### src/fie_pkg.sv
// Constants shared by the fast interrupt nesting and external trigger block.
// Assumes a 32-bit classic Wishbone register bus and a single 40 MHz clock.
// What this block does
// - With fast nesting on, a read of the fast vector sets the in-service bit at the active level.
// - With fast nesting on, any set in-service bit blocks fast sources at its priority level and every higher-numbered one.
// - Each write to the in-service register clears only its lowest-numbered set bit.
// - Four external pins can each be made level or edge sensitive.
// - Pin n takes its trigger mode from bits 2n+1:2n, 11 fall, 10 rise, 01 low, 00 high.
// - An edge caught on a pin stays pending until a one is written to its clear bit.
// - With nesting off, fast sources work unprioritised and a fast request masks the normal one.
// - Every source owns a three-bit priority field for levels zero to seven.
// - The fast vector shows the winning fast source number, 0 to 19, in bits 6:2.
package fie_pkg;

    localparam int FIE_NSRC = 20;
    localparam int FIE_NEXT = 4;

    // Register byte addresses
    localparam logic [31:0] FIE_A_NEN = 32'hFFFF0008;
    localparam logic [31:0] FIE_A_NCON = 32'hFFFF0030;
    localparam logic [31:0] FIE_A_TCFG = 32'hFFFF0034;
    localparam logic [31:0] FIE_A_ECLR = 32'hFFFF0038;
    localparam logic [31:0] FIE_A_FSTA = 32'hFFFF0100;
    localparam logic [31:0] FIE_A_FEN = 32'hFFFF0110;
    localparam logic [31:0] FIE_A_VEC = 32'hFFFF011C;
    localparam logic [31:0] FIE_A_PRI0 = 32'hFFFF0120;
    localparam logic [31:0] FIE_A_PRI1 = 32'hFFFF0124;
    localparam logic [31:0] FIE_A_PRI2 = 32'hFFFF0128;
    localparam logic [31:0] FIE_A_INS = 32'hFFFF013C;
    localparam logic [31:0] FIE_A_EVST = 32'hFFFF0140;
    localparam logic [31:0] FIE_A_EVMSK = 32'hFFFF0144;

    // Reset values
    localparam logic [19:0] FIE_RST_EN = 20'h00000;
    localparam logic [1:0] FIE_RST_NCON = 2'h0;
    localparam logic [7:0] FIE_RST_TCFG = 8'h00;
    localparam logic [7:0] FIE_RST_INS = 8'h00;
    localparam logic [3:0] FIE_RST_EV = 4'h0;
    localparam logic [59:0] FIE_RST_PRI = 60'h0;

    // Field positions
    localparam int FIE_NCON_FAST_BIT = 1;
    localparam int FIE_VEC_LSB = 2;
    localparam int FIE_PRI_STRIDE = 4;
    localparam int FIE_PRI_PER_REG = 8;
    localparam int FIE_CLR_BIT0 = 13;
    localparam int FIE_CLR_BIT1 = 14;
    localparam int FIE_CLR_BIT2 = 18;
    localparam int FIE_CLR_BIT3 = 19;
    // Source numbers of the external pins
    localparam int FIE_SRC_EXT0 = 11;
    localparam int FIE_SRC_EXT1 = 12;
    localparam int FIE_SRC_EXT2 = 16;
    localparam int FIE_SRC_EXT3 = 17;

    // Trigger mode codes
    localparam logic [1:0] FIE_TRG_HIGH = 2'h0;
    localparam logic [1:0] FIE_TRG_LOW = 2'h1;
    localparam logic [1:0] FIE_TRG_RISE = 2'h2;
    localparam logic [1:0] FIE_TRG_FALL = 2'h3;

    localparam logic [3:0] FIE_NO_LEVEL = 4'h8;

    // Index of lowest set bit, FIE_NO_LEVEL when none
    function automatic logic [3:0] fie_low_set(input logic [7:0] v);
        logic [3:0] r;
        r = FIE_NO_LEVEL;
        for (int i = 7; i >= 0; i--)
        begin
            if (v[i])
            begin
                r = 4'(i);
            end
        end
        return r;
    endfunction

endpackage

### src/fie_ext_trig.sv
// External pin trigger logic for four pins: level qualify and edge latch.
// Assumes pins already synchronous to clk_i and one-cycle clear pulses.
`timescale 1ns/1ps
module fie_ext_trig
    import fie_pkg::*;
(
    // Clock and reset
    input wire logic clk_i,
    input wire logic rst_i,
    // Pins and configuration
    input wire logic [3:0] pin_i,
    input wire logic [7:0] cfg_i,
    input wire logic [3:0] clr_i,
    // Results
    output logic [3:0] req_o,
    output logic [3:0] latch_o,
    output logic [3:0] evt_o
);

    typedef struct packed {
        logic armed;
        logic [3:0] prev;
        logic [3:0] latch;
        logic [3:0] req;
        logic [3:0] evt;
    } fie_ext_s;

    fie_ext_s s_q;
    fie_ext_s s_d;

    always_comb
    begin
        logic [1:0] mode;
        logic hit;
        mode = 2'h0;
        hit = 1'b0;
        s_d = s_q;
        s_d.armed = 1'b1;
        s_d.prev = pin_i;
        for (int n = 0; n < FIE_NEXT; n++)
        begin
            mode = cfg_i[2*n +: 2];
            case (mode)
                FIE_TRG_RISE: hit = s_q.armed && pin_i[n] && !s_q.prev[n];
                FIE_TRG_FALL: hit = s_q.armed && !pin_i[n] && s_q.prev[n];
                default: hit = 1'b0;
            endcase
            s_d.evt[n] = hit;
            // Set wins over a clear in the same cycle
            if (hit)
            begin
                s_d.latch[n] = 1'b1;
            end
            else if (clr_i[n])
            begin
                s_d.latch[n] = 1'b0;
            end
            case (mode)
                FIE_TRG_HIGH: s_d.req[n] = pin_i[n];
                FIE_TRG_LOW: s_d.req[n] = !pin_i[n];
                default: s_d.req[n] = s_d.latch[n];
            endcase
        end
    end

    // First sample only arms, so a pin already high at reset is no edge
    always_ff @(posedge clk_i)
    begin
        if (rst_i)
        begin
            s_q <= '0;
        end
        else
        begin
            s_q <= s_d;
        end
    end

    assign req_o = s_q.req;
    assign latch_o = s_q.latch;
    assign evt_o = s_q.evt;

endmodule // fie_ext_trig

### src/fie_prio_pick.sv
// Picks the winning fast source among enabled requests.
// Assumes priority fields packed three bits per source.
`timescale 1ns/1ps
module fie_prio_pick
    import fie_pkg::*;
(
    // Requests and settings
    input wire logic [19:0] req_i,
    input wire logic [59:0] prio_i,
    input wire logic nest_i,
    input wire logic [7:0] ins_i,
    // Winner
    output logic any_o,
    output logic [4:0] src_o,
    output logic [2:0] lvl_o
);

    always_comb
    begin
        logic [3:0] lim;
        logic [2:0] p;
        logic ok;
        lim = fie_low_set(ins_i);
        p = 3'h0;
        ok = 1'b0;
        any_o = 1'b0;
        src_o = 5'h00;
        lvl_o = 3'h0;
        for (int i = 0; i < FIE_NSRC; i++)
        begin
            p = prio_i[3*i +: 3];
            ok = req_i[i] && (!nest_i || ({1'b0, p} < lim));
            // Without nesting the lowest source number simply wins
            if (ok && (!any_o || (nest_i && p < lvl_o)))
            begin
                any_o = 1'b1;
                src_o = 5'(i);
                lvl_o = p;
            end
        end
    end

endmodule // fie_prio_pick

### src/fie_top.sv
// Fast interrupt nesting stack, external trigger setup and event status.
// Assumes a classic Wishbone master and peripheral requests synchronous to clk_i.
//
// Added by the designer: the Wishbone interface to the registers.
`timescale 1ns/1ps
module fie_top
    import fie_pkg::*;
(
    // Clock and reset
    input wire logic clk_i,
    input wire logic rst_i,
    // Wishbone slave
    input wire logic wb_cyc_i,
    input wire logic wb_stb_i,
    input wire logic wb_we_i,
    input wire logic [31:0] wb_adr_i,
    input wire logic [3:0] wb_sel_i,
    input wire logic [31:0] wb_dat_i,
    output logic [31:0] wb_dat_o,
    output logic wb_ack_o,
    // Sources
    input wire logic [19:0] src_i,
    input wire logic [3:0] ext_pin_i,
    // Processor requests
    output logic fiq_o,
    output logic irq_o,
    // Event interrupt
    output logic evt_irq_o
);

    typedef struct packed {
        logic ack;
        logic [31:0] dat;
        logic [19:0] fen;
        logic [19:0] nen;
        logic [1:0] ncon;
        logic [59:0] prio;
        logic [7:0] ins;
        logic [7:0] tcfg;
        logic [3:0] ev_st;
        logic [3:0] ev_mask;
        logic vec_hit;
        logic [2:0] vec_lvl;
        logic fiq;
        logic irq;
    } fie_top_s;

    fie_top_s s_q;
    fie_top_s s_d;

    logic [3:0] ext_req;
    logic [3:0] ext_latch;
    logic [3:0] ext_evt;
    logic [3:0] ext_clr;
    logic [19:0] all_req;
    logic pick_any;
    logic [4:0] pick_src;
    logic [2:0] pick_lvl;
    logic nest_on;
    logic req_now;
    logic wr_go;
    logic rd_go;

    // Byte-lane merge for a written word
    function automatic logic [31:0] fie_merge(input logic [31:0] old, input logic [31:0] nw,
                                              input logic [3:0] sel);
        logic [31:0] r;
        r = old;
        for (int b = 0; b < 4; b++)
        begin
            if (sel[b])
            begin
                r[8*b +: 8] = nw[8*b +: 8];
            end
        end
        return r;
    endfunction

    // Packs one priority bank into nibbles
    function automatic logic [31:0] fie_pri_rd(input logic [59:0] pr, input int bank);
        logic [31:0] r;
        int k;
        r = 32'h0;
        k = 0;
        for (int j = 0; j < FIE_PRI_PER_REG; j++)
        begin
            k = bank * FIE_PRI_PER_REG + j;
            if (k < FIE_NSRC)
            begin
                r[FIE_PRI_STRIDE*j +: 3] = pr[3*k +: 3];
            end
        end
        return r;
    endfunction

    // Unpacks one priority bank from nibbles
    function automatic logic [59:0] fie_pri_wr(input logic [59:0] pr, input int bank,
                                               input logic [31:0] v);
        logic [59:0] r;
        int k;
        r = pr;
        k = 0;
        for (int j = 0; j < FIE_PRI_PER_REG; j++)
        begin
            k = bank * FIE_PRI_PER_REG + j;
            if (k < FIE_NSRC)
            begin
                r[3*k +: 3] = v[FIE_PRI_STRIDE*j +: 3];
            end
        end
        return r;
    endfunction

    assign nest_on = s_q.ncon[FIE_NCON_FAST_BIT];
    assign req_now = wb_cyc_i && wb_stb_i && !s_q.ack;
    // Writes and read side effects land at the edge where ack is sampled
    assign wr_go = wb_cyc_i && wb_stb_i && s_q.ack && wb_we_i;
    assign rd_go = wb_cyc_i && wb_stb_i && s_q.ack && !wb_we_i;

    // Edge clear pulses from a write of ones
    always_comb
    begin
        ext_clr = 4'h0;
        if (wr_go && wb_adr_i == FIE_A_ECLR)
        begin
            ext_clr[0] = wb_dat_i[FIE_CLR_BIT0] && wb_sel_i[1];
            ext_clr[1] = wb_dat_i[FIE_CLR_BIT1] && wb_sel_i[1];
            ext_clr[2] = wb_dat_i[FIE_CLR_BIT2] && wb_sel_i[2];
            ext_clr[3] = wb_dat_i[FIE_CLR_BIT3] && wb_sel_i[2];
        end
    end

    // External pins replace their peripheral request slots
    always_comb
    begin
        all_req = src_i;
        all_req[FIE_SRC_EXT0] = ext_req[0];
        all_req[FIE_SRC_EXT1] = ext_req[1];
        all_req[FIE_SRC_EXT2] = ext_req[2];
        all_req[FIE_SRC_EXT3] = ext_req[3];
    end

    fie_ext_trig u_ext
    (
        .clk_i(clk_i),
        .rst_i(rst_i),
        .pin_i(ext_pin_i),
        .cfg_i(s_q.tcfg),
        .clr_i(ext_clr),
        .req_o(ext_req),
        .latch_o(ext_latch),
        .evt_o(ext_evt)
    );

    fie_prio_pick u_pick
    (
        .req_i(all_req & s_q.fen),
        .prio_i(s_q.prio),
        .nest_i(nest_on),
        .ins_i(s_q.ins),
        .any_o(pick_any),
        .src_o(pick_src),
        .lvl_o(pick_lvl)
    );

    always_comb
    begin
        logic [31:0] w;
        logic [31:0] r;
        w = 32'h0;
        r = 32'h0;
        s_d = s_q;
        s_d.ack = req_now;
        s_d.fiq = pick_any;
        // A fast request holds the normal one off
        s_d.irq = (|(all_req & s_q.nen)) && !pick_any;
        // Read data and vector snapshot at request time
        if (req_now)
        begin
            case (wb_adr_i)
                FIE_A_NEN: r = {12'h000, s_q.nen};
                FIE_A_FEN: r = {12'h000, s_q.fen};
                FIE_A_FSTA: r = {12'h000, all_req & s_q.fen};
                FIE_A_NCON: r = {30'h0, s_q.ncon};
                FIE_A_TCFG: r = {24'h000000, s_q.tcfg};
                FIE_A_ECLR:
                begin
                    r[FIE_CLR_BIT0] = ext_latch[0];
                    r[FIE_CLR_BIT1] = ext_latch[1];
                    r[FIE_CLR_BIT2] = ext_latch[2];
                    r[FIE_CLR_BIT3] = ext_latch[3];
                end
                FIE_A_VEC: r[FIE_VEC_LSB +: 5] = pick_src;
                FIE_A_PRI0: r = fie_pri_rd(s_q.prio, 0);
                FIE_A_PRI1: r = fie_pri_rd(s_q.prio, 1);
                FIE_A_PRI2: r = fie_pri_rd(s_q.prio, 2);
                FIE_A_INS: r = {24'h000000, s_q.ins};
                FIE_A_EVST: r = {28'h0, s_q.ev_st};
                FIE_A_EVMSK: r = {28'h0, s_q.ev_mask};
                default: r = 32'h0;
            endcase
            s_d.dat = r;
            s_d.vec_hit = pick_any && nest_on && !wb_we_i && wb_adr_i == FIE_A_VEC;
            s_d.vec_lvl = pick_lvl;
        end
        // Vector read pushes the active level onto the stack
        if (rd_go && s_q.vec_hit)
        begin
            s_d.ins[s_q.vec_lvl] = 1'b1;
        end
        if (wr_go)
        begin
            case (wb_adr_i)
                FIE_A_NEN:
                begin
                    w = fie_merge({12'h000, s_q.nen}, wb_dat_i, wb_sel_i);
                    s_d.nen = w[19:0];
                end
                FIE_A_FEN:
                begin
                    w = fie_merge({12'h000, s_q.fen}, wb_dat_i, wb_sel_i);
                    s_d.fen = w[19:0];
                end
                FIE_A_NCON:
                begin
                    if (wb_sel_i[0])
                    begin
                        s_d.ncon = wb_dat_i[1:0];
                    end
                end
                FIE_A_TCFG:
                begin
                    // Upper bits are not stored
                    if (wb_sel_i[0])
                    begin
                        s_d.tcfg = wb_dat_i[7:0];
                    end
                end
                FIE_A_PRI0:
                begin
                    w = fie_merge(fie_pri_rd(s_q.prio, 0), wb_dat_i, wb_sel_i);
                    s_d.prio = fie_pri_wr(s_q.prio, 0, w);
                end
                FIE_A_PRI1:
                begin
                    w = fie_merge(fie_pri_rd(s_q.prio, 1), wb_dat_i, wb_sel_i);
                    s_d.prio = fie_pri_wr(s_q.prio, 1, w);
                end
                FIE_A_PRI2:
                begin
                    w = fie_merge(fie_pri_rd(s_q.prio, 2), wb_dat_i, wb_sel_i);
                    s_d.prio = fie_pri_wr(s_q.prio, 2, w);
                end
                FIE_A_INS:
                begin
                    // Any write pops one level; data is ignored
                    s_d.ins = s_q.ins & (s_q.ins - 8'h01);
                end
                FIE_A_EVMSK:
                begin
                    if (wb_sel_i[0])
                    begin
                        s_d.ev_mask = wb_dat_i[3:0];
                    end
                end
                FIE_A_EVST:
                begin
                    if (wb_sel_i[0])
                    begin
                        s_d.ev_st = s_q.ev_st & ~wb_dat_i[3:0];
                    end
                end
                default:
                begin
                    s_d.ncon = s_d.ncon;
                end
            endcase
        end
        // New edge events win over a clear
        s_d.ev_st = s_d.ev_st | ext_evt;
    end

    always_ff @(posedge clk_i)
    begin
        if (rst_i)
        begin
            s_q.ack <= 1'b0;
            s_q.dat <= 32'h0;
            s_q.fen <= FIE_RST_EN;
            s_q.nen <= FIE_RST_EN;
            s_q.ncon <= FIE_RST_NCON;
            s_q.prio <= FIE_RST_PRI;
            s_q.ins <= FIE_RST_INS;
            s_q.tcfg <= FIE_RST_TCFG;
            s_q.ev_st <= FIE_RST_EV;
            s_q.ev_mask <= FIE_RST_EV;
            s_q.vec_hit <= 1'b0;
            s_q.vec_lvl <= 3'h0;
            s_q.fiq <= 1'b0;
            s_q.irq <= 1'b0;
        end
        else
        begin
            s_q <= s_d;
        end
    end

    assign wb_ack_o = s_q.ack;
    assign wb_dat_o = s_q.dat;
    assign fiq_o = s_q.fiq;
    assign irq_o = s_q.irq;
    assign evt_irq_o = |(s_q.ev_st & s_q.ev_mask);

endmodule // fie_top

### config.mk
export PLATFORM = sky130hd
export DESIGN_NAME = fie_top
export DESIGN_NICKNAME = d
export VERILOG_FILES = /design/src/fie_pkg.sv /design/src/fie_ext_trig.sv /design/src/fie_prio_pick.sv /design/src/fie_top.sv
export SDC_FILE = /design/constraint.sdc
export NUM_CORES = 1
export LEC_CHECK = 0
export BUFFER_PORTS_ARGS = -buffer_cell sky130_fd_sc_hd__buf_4
export CAP_MARGIN = 5
export CORE_UTILIZATION = 50
export CTS_CLUSTER_DIAMETER = 150
export DETAILED_ROUTE_END_ITERATION = 7
export PLACE_DENSITY_LB_ADDON = 0.15
export SLEW_MARGIN = 25
export SYNTH_ARGS = -nofsm -noshare
export SYNTH_HDL_FRONTEND = slang
export SYNTH_HIERARCHICAL = 1
export SYNTH_SLANG_ARGS = --single-unit
### constraint.sdc
create_clock -name clk_i -period 27.4 [get_ports clk_i]
set_input_delay 2.74 -clock clk_i [delete_from_list [all_inputs] [get_ports clk_i]]
set_output_delay 2.74 -clock clk_i [all_outputs]
set_load 0.02 [all_outputs]
# Word-level counts from Yosys, hierarchy flattened
# Cells that the tools add are included.
[classes] add_sub_neg=1 order_cmp=41 n_eq_ne=25 muxes=108 bitwise_logic=11 n_reduce_logical=185
[op_table] cell="== test 32 bit, second input constant" n=13
[op_table] cell="case mux 60 bit (3 select lines)" n=1
[op_table] cell="logical AND 1 bit" n=90
[op_table] cell="two-way mux 4 bit" n=21
[op_table] cell="less-than comparator 3 x 4 -> 1 bit" n=20
[op_table] cell="two-way mux 3 bit" n=24
[op_table] cell="less-than comparator 3 bit" n=19
[op_table] cell="case mux 5 bit (11 select lines)" n=1
[op_table] cell="AND reduction 5 bit" n=10
[op_table] cell="case mux 6 bit (8 select lines)" n=1
[op_table] cell="bitwise AND 20 bit" n=2
[op_table] cell="logical OR 1 bit" n=39
[op_table] cell="two-way mux 8 bit" n=4
[op_table] cell="logical NOT 1 bit" n=31
[op_table] cell="two-way mux 1 bit" n=30
[op_table] cell="two-way mux 7 bit" n=4
[op_table] cell="AND reduction 3 bit" n=9
[op_table] cell="two-way mux 24 bit" n=1
[op_table] cell="case mux 11 bit (2 select lines)" n=1
[op_table] cell="case mux 2 bit (11 select lines)" n=1
[op_table] cell="two-way mux 5 bit" n=4
[op_table] cell="OR reduction 20 bit" n=1
[op_table] cell="two-way mux 17 bit" n=1
[op_table] cell="== test 2 bit, second input constant" n=8
[op_table] cell="18 further kinds" n=35
[totals] ff_bits=182 inputBits=97 out_inout_bits=36

# Longest topological paths before layout
# Gate-level depths: netlist (run 1).
[depth] depth_word=110 depth_mapped=99

# Modules after synthesis
# The synthesis (run 1) kept the hierarchy.
[modules_own_cells] module="fie_top" instances=1 cells_each=940 area_per_inst_um2=7598.5
[modules_own_cells] module="fie_prio_pick" instances=1 cells_each=714 area_per_inst_um2=5072.4
[modules_own_cells] module="fie_ext_trig" instances=1 cells_each=72 area_per_inst_um2=748.2

# Worst setup path before layout (run 1)
# No wires, ideal clock.
[synth_path] path_type="input to register" from="in src_i[0]" to="reg s_q (netlist bit wb_dat_o[3])" setup_ps=145 arrival_ps=21705 t_required_ps=27255 setup_slack_ps=5550 cell_stages=87 path_cell_list="and2_1 nand2_1 a211o_1 nand3_1 nand2_1 ha_1 a21o_1 a21oi_1 a31o_2 a32oi_1 ha_1 nand2_1 nand2_1 or3_1 o21a_1 o21a_1 inv_1 ha_1 (+51 left out) inv_1 ha_1 a211o_1 a21o_1 a21o_1 o41ai_4 mux2_2 ha_1 a211oi_1 a41o_1 mux2_2 ha_1 o21ai_0 o21a_1 a31oi_4 or3b_1 a222oi_1 a221oi_2"
[synth_between] elab_chain_cells=99 word_cells_on_any_way=154
[synth_rtl] item="start: declaration" line="fie_top.sv:22" rtl="input wire logic [19:0] src_i,"
[synth_rtl] item="bitwise AND 20 bit *" line="fie_top.sv:157" rtl=".req_i(all_req & s_q.fen),"
[synth_rtl] item="logical AND 1 bit *" line="fie_prio_pick.sv:32" rtl="ok = req_i[i] && (!nest_i || ({1'b0, p} < lim));"
[synth_rtl] item="two-way mux 3 bit" line="fie_prio_pick.sv:34" rtl="if (ok && (!any_o || (nest_i && p < lvl_o)))"
[synth_rtl] item="less-than comparator 3 bit" line="fie_prio_pick.sv:34"
[synth_rtl] item="logical AND 1 bit" line="fie_prio_pick.sv:34"
[synth_rtl] item="logical OR 1 bit" line="fie_prio_pick.sv:34"
[synth_rtl] item="logical AND 1 bit" line="fie_prio_pick.sv:34"
[synth_rtl] item="two-way mux 3 bit" line="fie_prio_pick.sv:34"
[synth_rtl] item="(+84 left out)"
[synth_rtl] item="two-way mux 3 bit" line="fie_prio_pick.sv:34"
[synth_rtl] item="less-than comparator 3 bit" line="fie_prio_pick.sv:34"
[synth_rtl] item="logical AND 1 bit" line="fie_prio_pick.sv:34"
[synth_rtl] item="logical OR 1 bit" line="fie_prio_pick.sv:34"
[synth_rtl] item="logical AND 1 bit" line="fie_prio_pick.sv:34"
[synth_rtl] item="two-way mux 5 bit *" line="fie_prio_pick.sv:34"
[synth_rtl] item="net pick_src[1]" line="fie_top.sv:57" rtl="logic [4:0] pick_src;"
[synth_rtl] item="case mux 5 bit (11 select lines) *" line="fie_top.sv:180" rtl="case (wb_adr_i)"
[synth_rtl] item="end: declaration" line="fie_top.sv:48" rtl="fie_top_s s_q;"
# The timed path passes the listed nets; every way through them passes the cells marked *.
# A chain may end at the register's enable or synchronous reset.

# Worst setup path after layout (run 1)
[layout_path] from="in src_i[0]" to="reg s_q (netlist bit wb_dat_o[5])"
# Same word-level chain as after synthesis.

==> results of run 1 <==
## routing by layer
layer	vias to the layer above	share of wire, %	global-route usage (%)
li1	6495	-	-
met1	6765	40	44.1
met2	869	44	57.8
met3	209	8.8	7.08
met4	2	6.7	23.9
met5	-	0.026	0
## Yosys cell counts, types with 8 or more instances
cell / instances
nand2_1: 293
dfxtp_1: 179
a21oi_1: 172
nor2_1: 139
o21ai_0: 71
ha_1: 58
clkbuf_1: 49
inv_1: 46
buf_4: 45
a221oi_1: 34
nor3_1: 34
nand3_1: 32
and2_1: 30
a22oi_1: 29
nand2b_1: 29
a211oi_1: 25
mux2i_1: 24
o211ai_1: 22
nand4_1: 19
o21a_1: 18
and3_1: 17
a22o_1: 16
nor2b_1: 16
a21o_1: 14
a211o_1: 13
nor4_1: 12
o21ai_1: 11
or3_1: 11
a311oi_1: 10
buf_2: 10
mux2_2: 10
o31a_1: 10
o31ai_1: 10
or2_2: 10
a32oi_1: 9
nor3b_1: 8
## registers in the layout, summed over array words and instances, names as in the netlist
signal         count
u_ext/req_o        4
u_ext/evt_o        4
s_q              129
wb_ack_o           1
fiq_o              1
wb_dat_o          29
nest_on            1
u_ext/latch_o      4
u_ext/s_q          5
irq_o              1
## critical path, delay by kind of cell
kind	cells	cell delay, ns
simple gates	19	4.57
fa+ha+maj	10	2.88
mux	5	1.84
compound gates	50	12.39
buf+inv	4	0.31
## stage by stage
| step | setup WS, ns | instance area (um^2) | hold slack [ns] |
|---|---|---|---|
| after CTS | 3.43 | 14900 | 0.441 |
| after global placement | 3.30 | 14300 | 0.419 |
| after floorplan | 5.55 | 13400 | 0.437 |
| after global routing | 1.89 | 14900 | 0.480 |
| final | 2.99 | 14900 | 0.447 |
| after detailed placement | 3.07 | 14300 | 0.427 |
## power by group through the flow
| stage | Combinational (W) | Sequential, W | Clock (W) |
|---|---|---|---|
| floorplan | 0.0000184 | 0.000270 | 0 |
| global placement | 0.0000364 | 0.000270 | 0 |
| detailed placement | 0.0000371 | 0.000270 | 0 |
| CTS | 0.0000371 | 0.000264 | 0.000265 |
| global route | 0.0000397 | 0.000264 | 0.000276 |
| finish | 0.0000379 | 0.000264 | 0.000264 |
## cells by family after synthesis
group           synth area share (%)
mux                             3.58
simple gates                    27.1
other cells                   0.0279
fa+ha+maj                       5.64
xor+xnor                       0.261
compound gates                  30.7
flops                           26.7
buf+inv                         6.00
## final timing paths
kind	startpoint	endpoint	slack [ns]
setup / recovery	src_i[0]	wb_dat_o[5]$_SDFFE_PP0P_	2.99
hold / removal	u_ext/evt_o[1]$_SDFF_PP0_	s_q[11]$_SDFF_PP0_	0.45
hold reg to reg	u_ext/evt_o[1]$_SDFF_PP0_	s_q[11]$_SDFF_PP0_	0.45
setup reg to reg	s_q[26]$_SDFF_PP0_	wb_dat_o[5]$_SDFFE_PP0P_	4.22
## cell type report
class / count / share of cell area, %
clock inverter: 13 / 1.23
clock buffer: 19 / 2.97
sequential: 179 / 24.0
timing repair buffer: 137 / 7.02
antenna: 1 / 0.0168
inverter: 46 / 1.16
multi-input combinational: 1392 / 60.8
tap: 335 / 2.81
==> impl_results.md, run 1 <==
* Multi-input gate area at 9080 um^2
* Pins over their slew limit at 0
* # clock sinks at 179
* Global-route wire length before repair at 76.5 mm
* Number of cell rows at 59
* Critical Path End Type: flop
* Worst path max stage delay at 0.59 ns
* Switching share of power at 26.9%
* Leakage at 5.32 nW
* Total negative slack at 0 ns
* Starting Density at 51.2%
* Post-synth EDFFs at 0
* Minimum clock period at 24.41 ns
* Postcts setup bufs at 0
* Net load switching power at 0.000152 W
* Full die area at 27500 um^2
* Mapped Cells at 1726
* Clk pwr share at 46.6%
* Pwr dens at 37.9 nW/um^2
* Grt total ovfl at 0
* Initial antenna violation count at 1
* Clock Tree Root: clkbuf_16
* Worst-Skew Late Latency at 0.44 ns
* Syn Area/Cell at 7.77 um^2
* 1st-iter DRT viols at 1634
* Crit start category: input port
* Setup-failing EPs final at 0
* Most frequent cells in the layout: nand2_1, dfxtp_1, a21oi_1, nor2_1, buf_4
* Failing checks: design-rule violations
* Die width at 166 um
* Core Util, Final at 57.0%
* CTS H-tree depth at 4
* Via count at 14340
* Ys flop type: dfxtp_1
* Synth top area share at 26.7%
* Vias per cell at 6.76
* Most common cell after layout, fill and taps aside: nand2_1
* Synth area leader: dfxtp_1
* RSZ-0062 raised after global routing: no
* Layout cells sized above 1 at 15.4%
* Final ANT Viol Nets at 0
* Worst clock skew at 0.0104 ns
* Register share of total power at 46.7%
* Clk buf depth at 2
* Largest net degree at the start of global routing at 68
* Inst Count DP at 2089
* Ports at 133
* Slew at the pin closest to its max-slew limit at 1.03 ns
* Port buffer count at 122
* Gpl congestion at 1.03
* Crit-path max FO at 9
* Class of the worst hold path: reg2reg
* Top post-synthesis cells by area: dfxtp_1, nand2_1, a21oi_1, ha_1, nor2_1
* Setup Crit Path Kind: in2reg
* Overall Power at 0.000566 W
* Fin crit share at 89.1%
* Maximum clock frequency at 41.0 MHz
* Router iterations before antenna repair at 7
* # hold bufs at CTS at 0
* FF-to-FF path depth at 88
* DPL Wire Length at 37.9 mm
* Worst path required time at 27.75 ns
* Comb power frac at 6.7%
* Fillers at 2473
* Post-Route WL at 50.7 mm
* Nets@finish at 1928
* Vias in the first global route at 13225
* P_int at 0.000413 W
* Mapped cell area at 13400 um^2
* TritonCTS clock tree: done
* Drt drc at 16
* Ys async rst share at 0%
* GRT Resource Usage Total at 36.1%
* Slew HR at 30.5%
* CTS Buf Count at 17
* CP arrival at 24.76 ns
* Max rail drop VDD at 0.0410 mV
* Slowest library cell on the worst path: or4b_4
* Hold path depth at 2
* Hold Fails Final Rpt at 0
* Non-Filler Instances at 2122
* Seq/Total Area, Yosys at 26.7%
* Area delta synth->final at 11.3%
* Die Ht at 166 um
* Core Area at 26200 um^2
* Max Cap Viol at 0
* #FFs+latches synth at 179
* Cell variety after synth at 123
* Worst path most repeated cell: ha_1
* Post-cts resize count at 0
* Synth warnings at 6
* Status: finished, violations left
* Clock transition at the registers of the reported paths at 0.08 ns
* Area taken by flip-flops and latches at 3580 um^2
* Routed len/inst at 23.9 um
Note: power is estimated with default switching activity, not from simulation.
==> run 2, diff against run 1 <==
--- a/config.mk
+++ b/config.mk
@@ -7,9 +7,11 @@
 export LEC_CHECK = 0
 export BUFFER_PORTS_ARGS = -buffer_cell sky130_fd_sc_hd__buf_4
 export CAP_MARGIN = 5
-export CORE_UTILIZATION = 50
+export CORE_MARGIN = 1
+export CORE_UTILIZATION = 40
 export CTS_CLUSTER_DIAMETER = 150
 export DETAILED_ROUTE_END_ITERATION = 7
+export MAX_ROUTING_LAYER = met4
 export PLACE_DENSITY_LB_ADDON = 0.15
 export SLEW_MARGIN = 25
 export SYNTH_ARGS = -nofsm -noshare
==> run 2 against run 1 <==
Net effect: the run now ends clean; largest cell class unchanged; global-route usage down 4.4 points; combinational power up 1%; register-to-register slack worse by 0.22 ns; power down 1.2%; largest power group unchanged; core utilization down 11 points; non-clock buffer count unchanged; sequential power about the same; die area up 25%; critical endpoint is now wb_dat_o[4]$_SDFFE_PP0P_; cell count up 5.0%; via count down 2.0%.
==> impl_results.md, run 2 (synthesis results as in run 1) <==
* Setup-failing EPs final at 0
* Reg with most FFs: s_q
* Initial antenna violation count at 0
* Vias per cell at 6.31
* Final instance area at 15000 um^2
* Die width at 185 um
* CP Depth at 90
* Slowest library cell on the worst path: or4b_4
* Ports at 133
* Worst clock skew at 0.0198 ns
* Pwr dens at 37.1 nW/um^2
* GRT Resource Usage Total at 31.7%
* Top delay family on crit path: compound AO/OA/AOI/OAI gates
* Global-route wire length before repair at 78.4 mm
* Largest net degree at the start of global routing at 96
* Place WS at 2.93 ns
* Worst path most repeated cell: ha_1
* Number of cell rows at 66
* # clock sinks at 179
* Crit start category: input port
* Port buffer count at 122
* Minimum clock period at 24.39 ns
* Area taken by flip-flops and latches at 3580 um^2
* Worst reg2reg setup slack at 4.00 ns
* Post-cts resize count at 0
* Worst path required time at 27.72 ns
* Diodes inserted at 0
* CP bufs+invs at 5
* Comb power frac at 6.9%
* Full die area at 34300 um^2
* Clk pwr share at 45.9%
* Starting Density at 40.9%
* CTS Buf Count at 17
* Clock transition at the registers of the reported paths at 0.08 ns
* Maximum clock frequency at 41.0 MHz
* Pins over their slew limit at 0
* Hold_ws at 0.445 ns
* Multi-input gate area at 9080 um^2
* Drt drc at 0
* Hold path depth at 2
* CTS H-tree depth at 4
* Switching share of power at 28.2%
* Register share of total power at 47.3%
* Hold Fails Final Rpt at 0
* Critical Path End Type: flop
* Gpl congestion at 0.961
* Most frequent cells in the layout: nand2_1, dfxtp_1, a21oi_1, nor2_1, buf_4
* FF-to-FF path depth at 94
* Vias in the first global route at 12494
* Die Ht at 185 um
* Clk buf depth at 2
* Setup Crit Path Kind: in2reg
* DPL Wire Length at 40.3 mm
* Max rail drop VDD at 0.0456 mV
* Worst-Skew Late Latency at 0.46 ns
* Via count at 14060
* Slew HR at 38.6%
* Core Area at 32800 um^2
* CP arrival at 24.71 ns
* Placed instance area at 14400 um^2
* Max Cap Viol at 0
* Crit-path max FO at 9
* PnR worst setup slack at 3.01 ns
* 1st-iter DRT viols at 1547
* RSZ-0062 raised after global routing: no
* Router iterations before antenna repair at 6
* Fin crit share at 89.0%
* Final ANT Viol Nets at 0
* Leakage at 5.32 nW
* Largest register FFs at 129
* Status: completed
* Area delta synth->final at 12.1%
* # hold bufs at CTS at 0
* Grt total ovfl at 0
* Nets@finish at 1928
* Most common cell after layout, fill and taps aside: nand2_1
* Net load switching power at 0.000157 W
* Total negative slack at 0 ns
* Layout cells sized above 1 at 15.5%
* Class of the worst hold path: reg2reg
* Slew at the pin closest to its max-slew limit at 0.915 ns
* Routed len/inst at 23.8 um
* Post-Route WL at 53.0 mm
* Fillers at 3341
* P_int at 0.000401 W
* TritonCTS clock tree: done
* Worst path max stage delay at 0.58 ns
* Clock Tree Root: clkbuf_16
* Postcts setup bufs at 0
[run 2: path summary, 6_finish.rpt]
kind                             startpoint                  endpoint
hold reg to reg   u_ext/evt_o[0]$_SDFF_PP0_        s_q[10]$_SDFF_PP0_
setup reg to reg         s_q[24]$_SDFF_PP0_  wb_dat_o[4]$_SDFFE_PP0P_
setup / recovery                   src_i[0]  wb_dat_o[4]$_SDFFE_PP0P_
hold / removal    u_ext/evt_o[0]$_SDFF_PP0_        s_q[10]$_SDFF_PP0_
[run 2: final cells by class]
type	instances	share of cell area (%)
repair buffers	137	6.97
clock buffers	17	2.83
inverters	46	1.15
multi-input cells	1392	60.4
clock inverters	15	1.18
well taps	442	3.68
flip-flops and latches	179	23.8
[run 2: routing by layer]
layer	share of wire (%)	routed length [um]	global-route usage [%]
met5	0	0	-
met4	4.8	2550	15.1
met3	7.4	3920	4.31
met2	45	23800	48.7
met1	43	22800	41.0
[run 2: per-stage QoR]
stage	std cells	total power, W	utilization [%]
finish	2228	0.000559	45.9
global route	2228	0.000575	45.9
CTS	2227	0.000559	45.8
detailed placement	2195	0.000307	43.9
global placement	2195	0.000307	43.9
floorplan	1728	0.000288	-
[run 2: power by group through the flow]
| stage | logic [W] | registers, W | clock network, W |
|---|---|---|---|
| finish | 0.0000383 | 0.000264 | 0.000256 |
| global route | 0.0000405 | 0.000264 | 0.000270 |
| global placement | 0.0000372 | 0.000270 | 0 |
| CTS | 0.0000373 | 0.000264 | 0.000258 |
| floorplan | 0.0000184 | 0.000270 | 0 |
| detailed placement | 0.0000373 | 0.000270 | 0 |
[run 2: worst min-delay path, delay by kind of cell (launching register included)]
| family | cells | cell delay (ns) |
|---|---|---|
| AO/OA/AOI/OAI | 1 | 0.03 |
| AND/OR/NAND/NOR | 1 | 0.07 |
| flip-flops | 1 | 0.31 |
==> run 3, diff against run 2 <==
==> constraint.sdc (replaced) <==
create_clock -name clk_i -period 26.1 [get_ports clk_i]
set_input_delay 2.61 -clock clk_i [delete_from_list [all_inputs] [get_ports clk_i]]
set_output_delay 2.61 -clock clk_i [all_outputs]
set_load 0.02 [all_outputs]
==> run 3 against run 2 <==
Net effect: global-route usage rose by 0.058 points; sequential share of layout area about the same; first-iteration DRC count down 22%; via count down 0.38%; count of clock-buffer cells in the layout grew 2; core utilization about the same; worst setup slack got worse by 1.3 ns; sequential power increased by 5%; wire length down 0.30%; critical endpoint is now wb_dat_o[3]$_SDFFE_PP0P_; highest routed layer unchanged.
==> impl_results.md, run 3 (synthesis results as in run 1) <==
* Status: completed
* Setup Crit Path Kind: in2reg
* 1st-iter DRT viols at 1211
* Overall Power at 0.000599 W
* Core Util, Final at 45.9%
* Slew HR at 32.9%
* Routed len/inst at 23.7 um
* Final ANT Viol Nets at 0
* Core Area at 32800 um^2
* Maximum clock frequency at 41.0 MHz
* Net load switching power at 0.000151 W
* Clk buf depth at 2
* Worst path most repeated cell: ha_1
* Postcts setup bufs at 0
* Crit-path max FO at 9
* Non-Filler Instances at 2227
* Switching share of power at 25.2%
* Reg with most FFs: s_q
* P_int at 0.000448 W
* Grt total ovfl at 0
* Slew at the pin closest to its max-slew limit at 1.01 ns
* Gpl congestion at 0.966
* Critical Path End Type: flop
* Full die area at 34300 um^2
* Total negative slack at 0 ns
* Most common cell after layout, fill and taps aside: nand2_1
* Leakage at 5.31 nW
* Clock transition at the registers of the reported paths at 0.07 ns
* Via count at 14006
* Diodes inserted at 0
* # clock sinks at 179
* # hold bufs at CTS at 0
* Setup-failing EPs final at 0
* Comb power frac at 6.6%
* CP Depth at 87
* Max rail drop VDD at 0.0483 mV
* CP arrival at 24.68 ns
* Hold path depth at 2
* Nets@finish at 1927
* Starting Density at 40.9%
* Fin crit share at 93.4%
* Die Ht at 185 um
* Layout cells sized above 1 at 15.4%
* Most frequent cells in the layout: nand2_1, dfxtp_1, a21oi_1, nor2_1, buf_4
* Router iterations before antenna repair at 5
* Clk pwr share at 47.1%
* Largest net degree at the start of global routing at 92
* Initial antenna violation count at 0
* Post-cts resize count at 0
* Vias in the first global route at 12868
* Inst Count DP at 2195
* Area delta synth->final at 12.1%
* Worst path required time at 26.39 ns
* CP bufs+invs at 4
* Ports at 133
* Vias per cell at 6.29
* CTS H-tree depth at 4
* FF-to-FF path depth at 91
* Area taken by flip-flops and latches at 3580 um^2
* Crit start category: input port
* Number of cell rows at 66
* Register share of total power at 46.3%
* Multi-input gate area at 9080 um^2
* Hold Fails Final Rpt at 0
* Minimum clock period at 24.38 ns
* Pwr dens at 39.8 nW/um^2
* Port buffer count at 122
* Die width at 185 um
* Fillers at 3343
* Drt drc at 0
* Global-route wire length before repair at 78.5 mm
* Largest register FFs at 129
* DPL Wire Length at 40.2 mm
* RSZ-0062 raised after global routing: no
* Slowest library cell on the worst path: or4b_4
* Class of the worst hold path: reg2reg
* GRT Resource Usage Total at 31.8%
* Worst clock skew at 0.0108 ns
* Worst-Skew Late Latency at 0.46 ns
* Pins over their slew limit at 0
* Post-Route WL at 52.9 mm
* Max Cap Viol at 0
* Clock Tree Root: clkbuf_16
* CTS Buf Count at 17
* Worst path max stage delay at 0.58 ns
* TritonCTS clock tree: done
* Top delay family on crit path: compound AO/OA/AOI/OAI gates
==> run 3: cell types whose count changed in the layout (fill, tap and decap cells not counted), sizes merged <==
cell	delta
clkinv	-6
bufinv	+3
clkbuf	+2
clkinvlp	+2
buf	-1
inv	-1
==> run 3: stage by stage <==
| stage | setup slack, ns | hold WS (ns) | cell area [um^2] |
|---|---|---|---|
| 5_1_grt | 0.443 | 0.465 | 15000 |
| 3_5_place_dp | 1.63 | 0.435 | 14400 |
| 4_1_cts | 2.06 | 0.453 | 15000 |
| 3_3_place_gp | 1.86 | 0.416 | 14400 |
| 6_report | 1.72 | 0.451 | 15000 |
| 2_1_floorplan | 4.38 | 0.437 | 13400 |
==> run 3: path summary, 6_finish.rpt <==
path                             start                        to  slack [ns]
max                           src_i[0]  wb_dat_o[3]$_SDFFE_PP0P_        1.72
min          u_ext/evt_o[2]$_SDFF_PP0_        s_q[12]$_SDFF_PP0_        0.45
max reg2reg         s_q[24]$_SDFF_PP0_  wb_dat_o[3]$_SDFFE_PP0P_        2.61
min reg2reg  u_ext/evt_o[2]$_SDFF_PP0_        s_q[12]$_SDFF_PP0_        0.45
==> run 3: worst reg2reg max path, delay by kind of cell, from the launching register on <==
kind / cells / cell delay [ns]
compound gates: 49 / 12.52
buf+inv: 4 / 0.44
mux: 5 / 1.83
fa+ha+maj: 11 / 2.99
flops: 1 / 0.43
simple gates: 22 / 5.12
==> run 3: metal layers <==
layer  track usage [%]  part of all wire [%]  routed length (um)
met1              39.7                    43               22800
met2              51.1                    47               24600
met3              3.70                   6.0                3150
met4              14.5                   4.3                2290
met5                 -                     0                   0
==> run 3: power groups by stage <==
stage               logic (W)  clock network (W)  registers [W]
floorplan           0.0000193                  0       0.000283
global placement    0.0000389                  0       0.000283
detailed placement  0.0000391                  0       0.000284
CTS                 0.0000392           0.000285       0.000277
global route        0.0000421           0.000297       0.000277
finish              0.0000395           0.000282       0.000277
==> run 3: cell type report <==
cell class | instances | area share (%)
Sequential cell | 179 | 23.8
Timing Repair Buffer | 136 | 6.79
Tap cell | 442 | 3.68
Clock buffer | 19 | 2.94
Inverter | 46 | 1.15
Multi-Input combinational cell | 1392 | 60.4
Clock inverter | 13 | 1.26
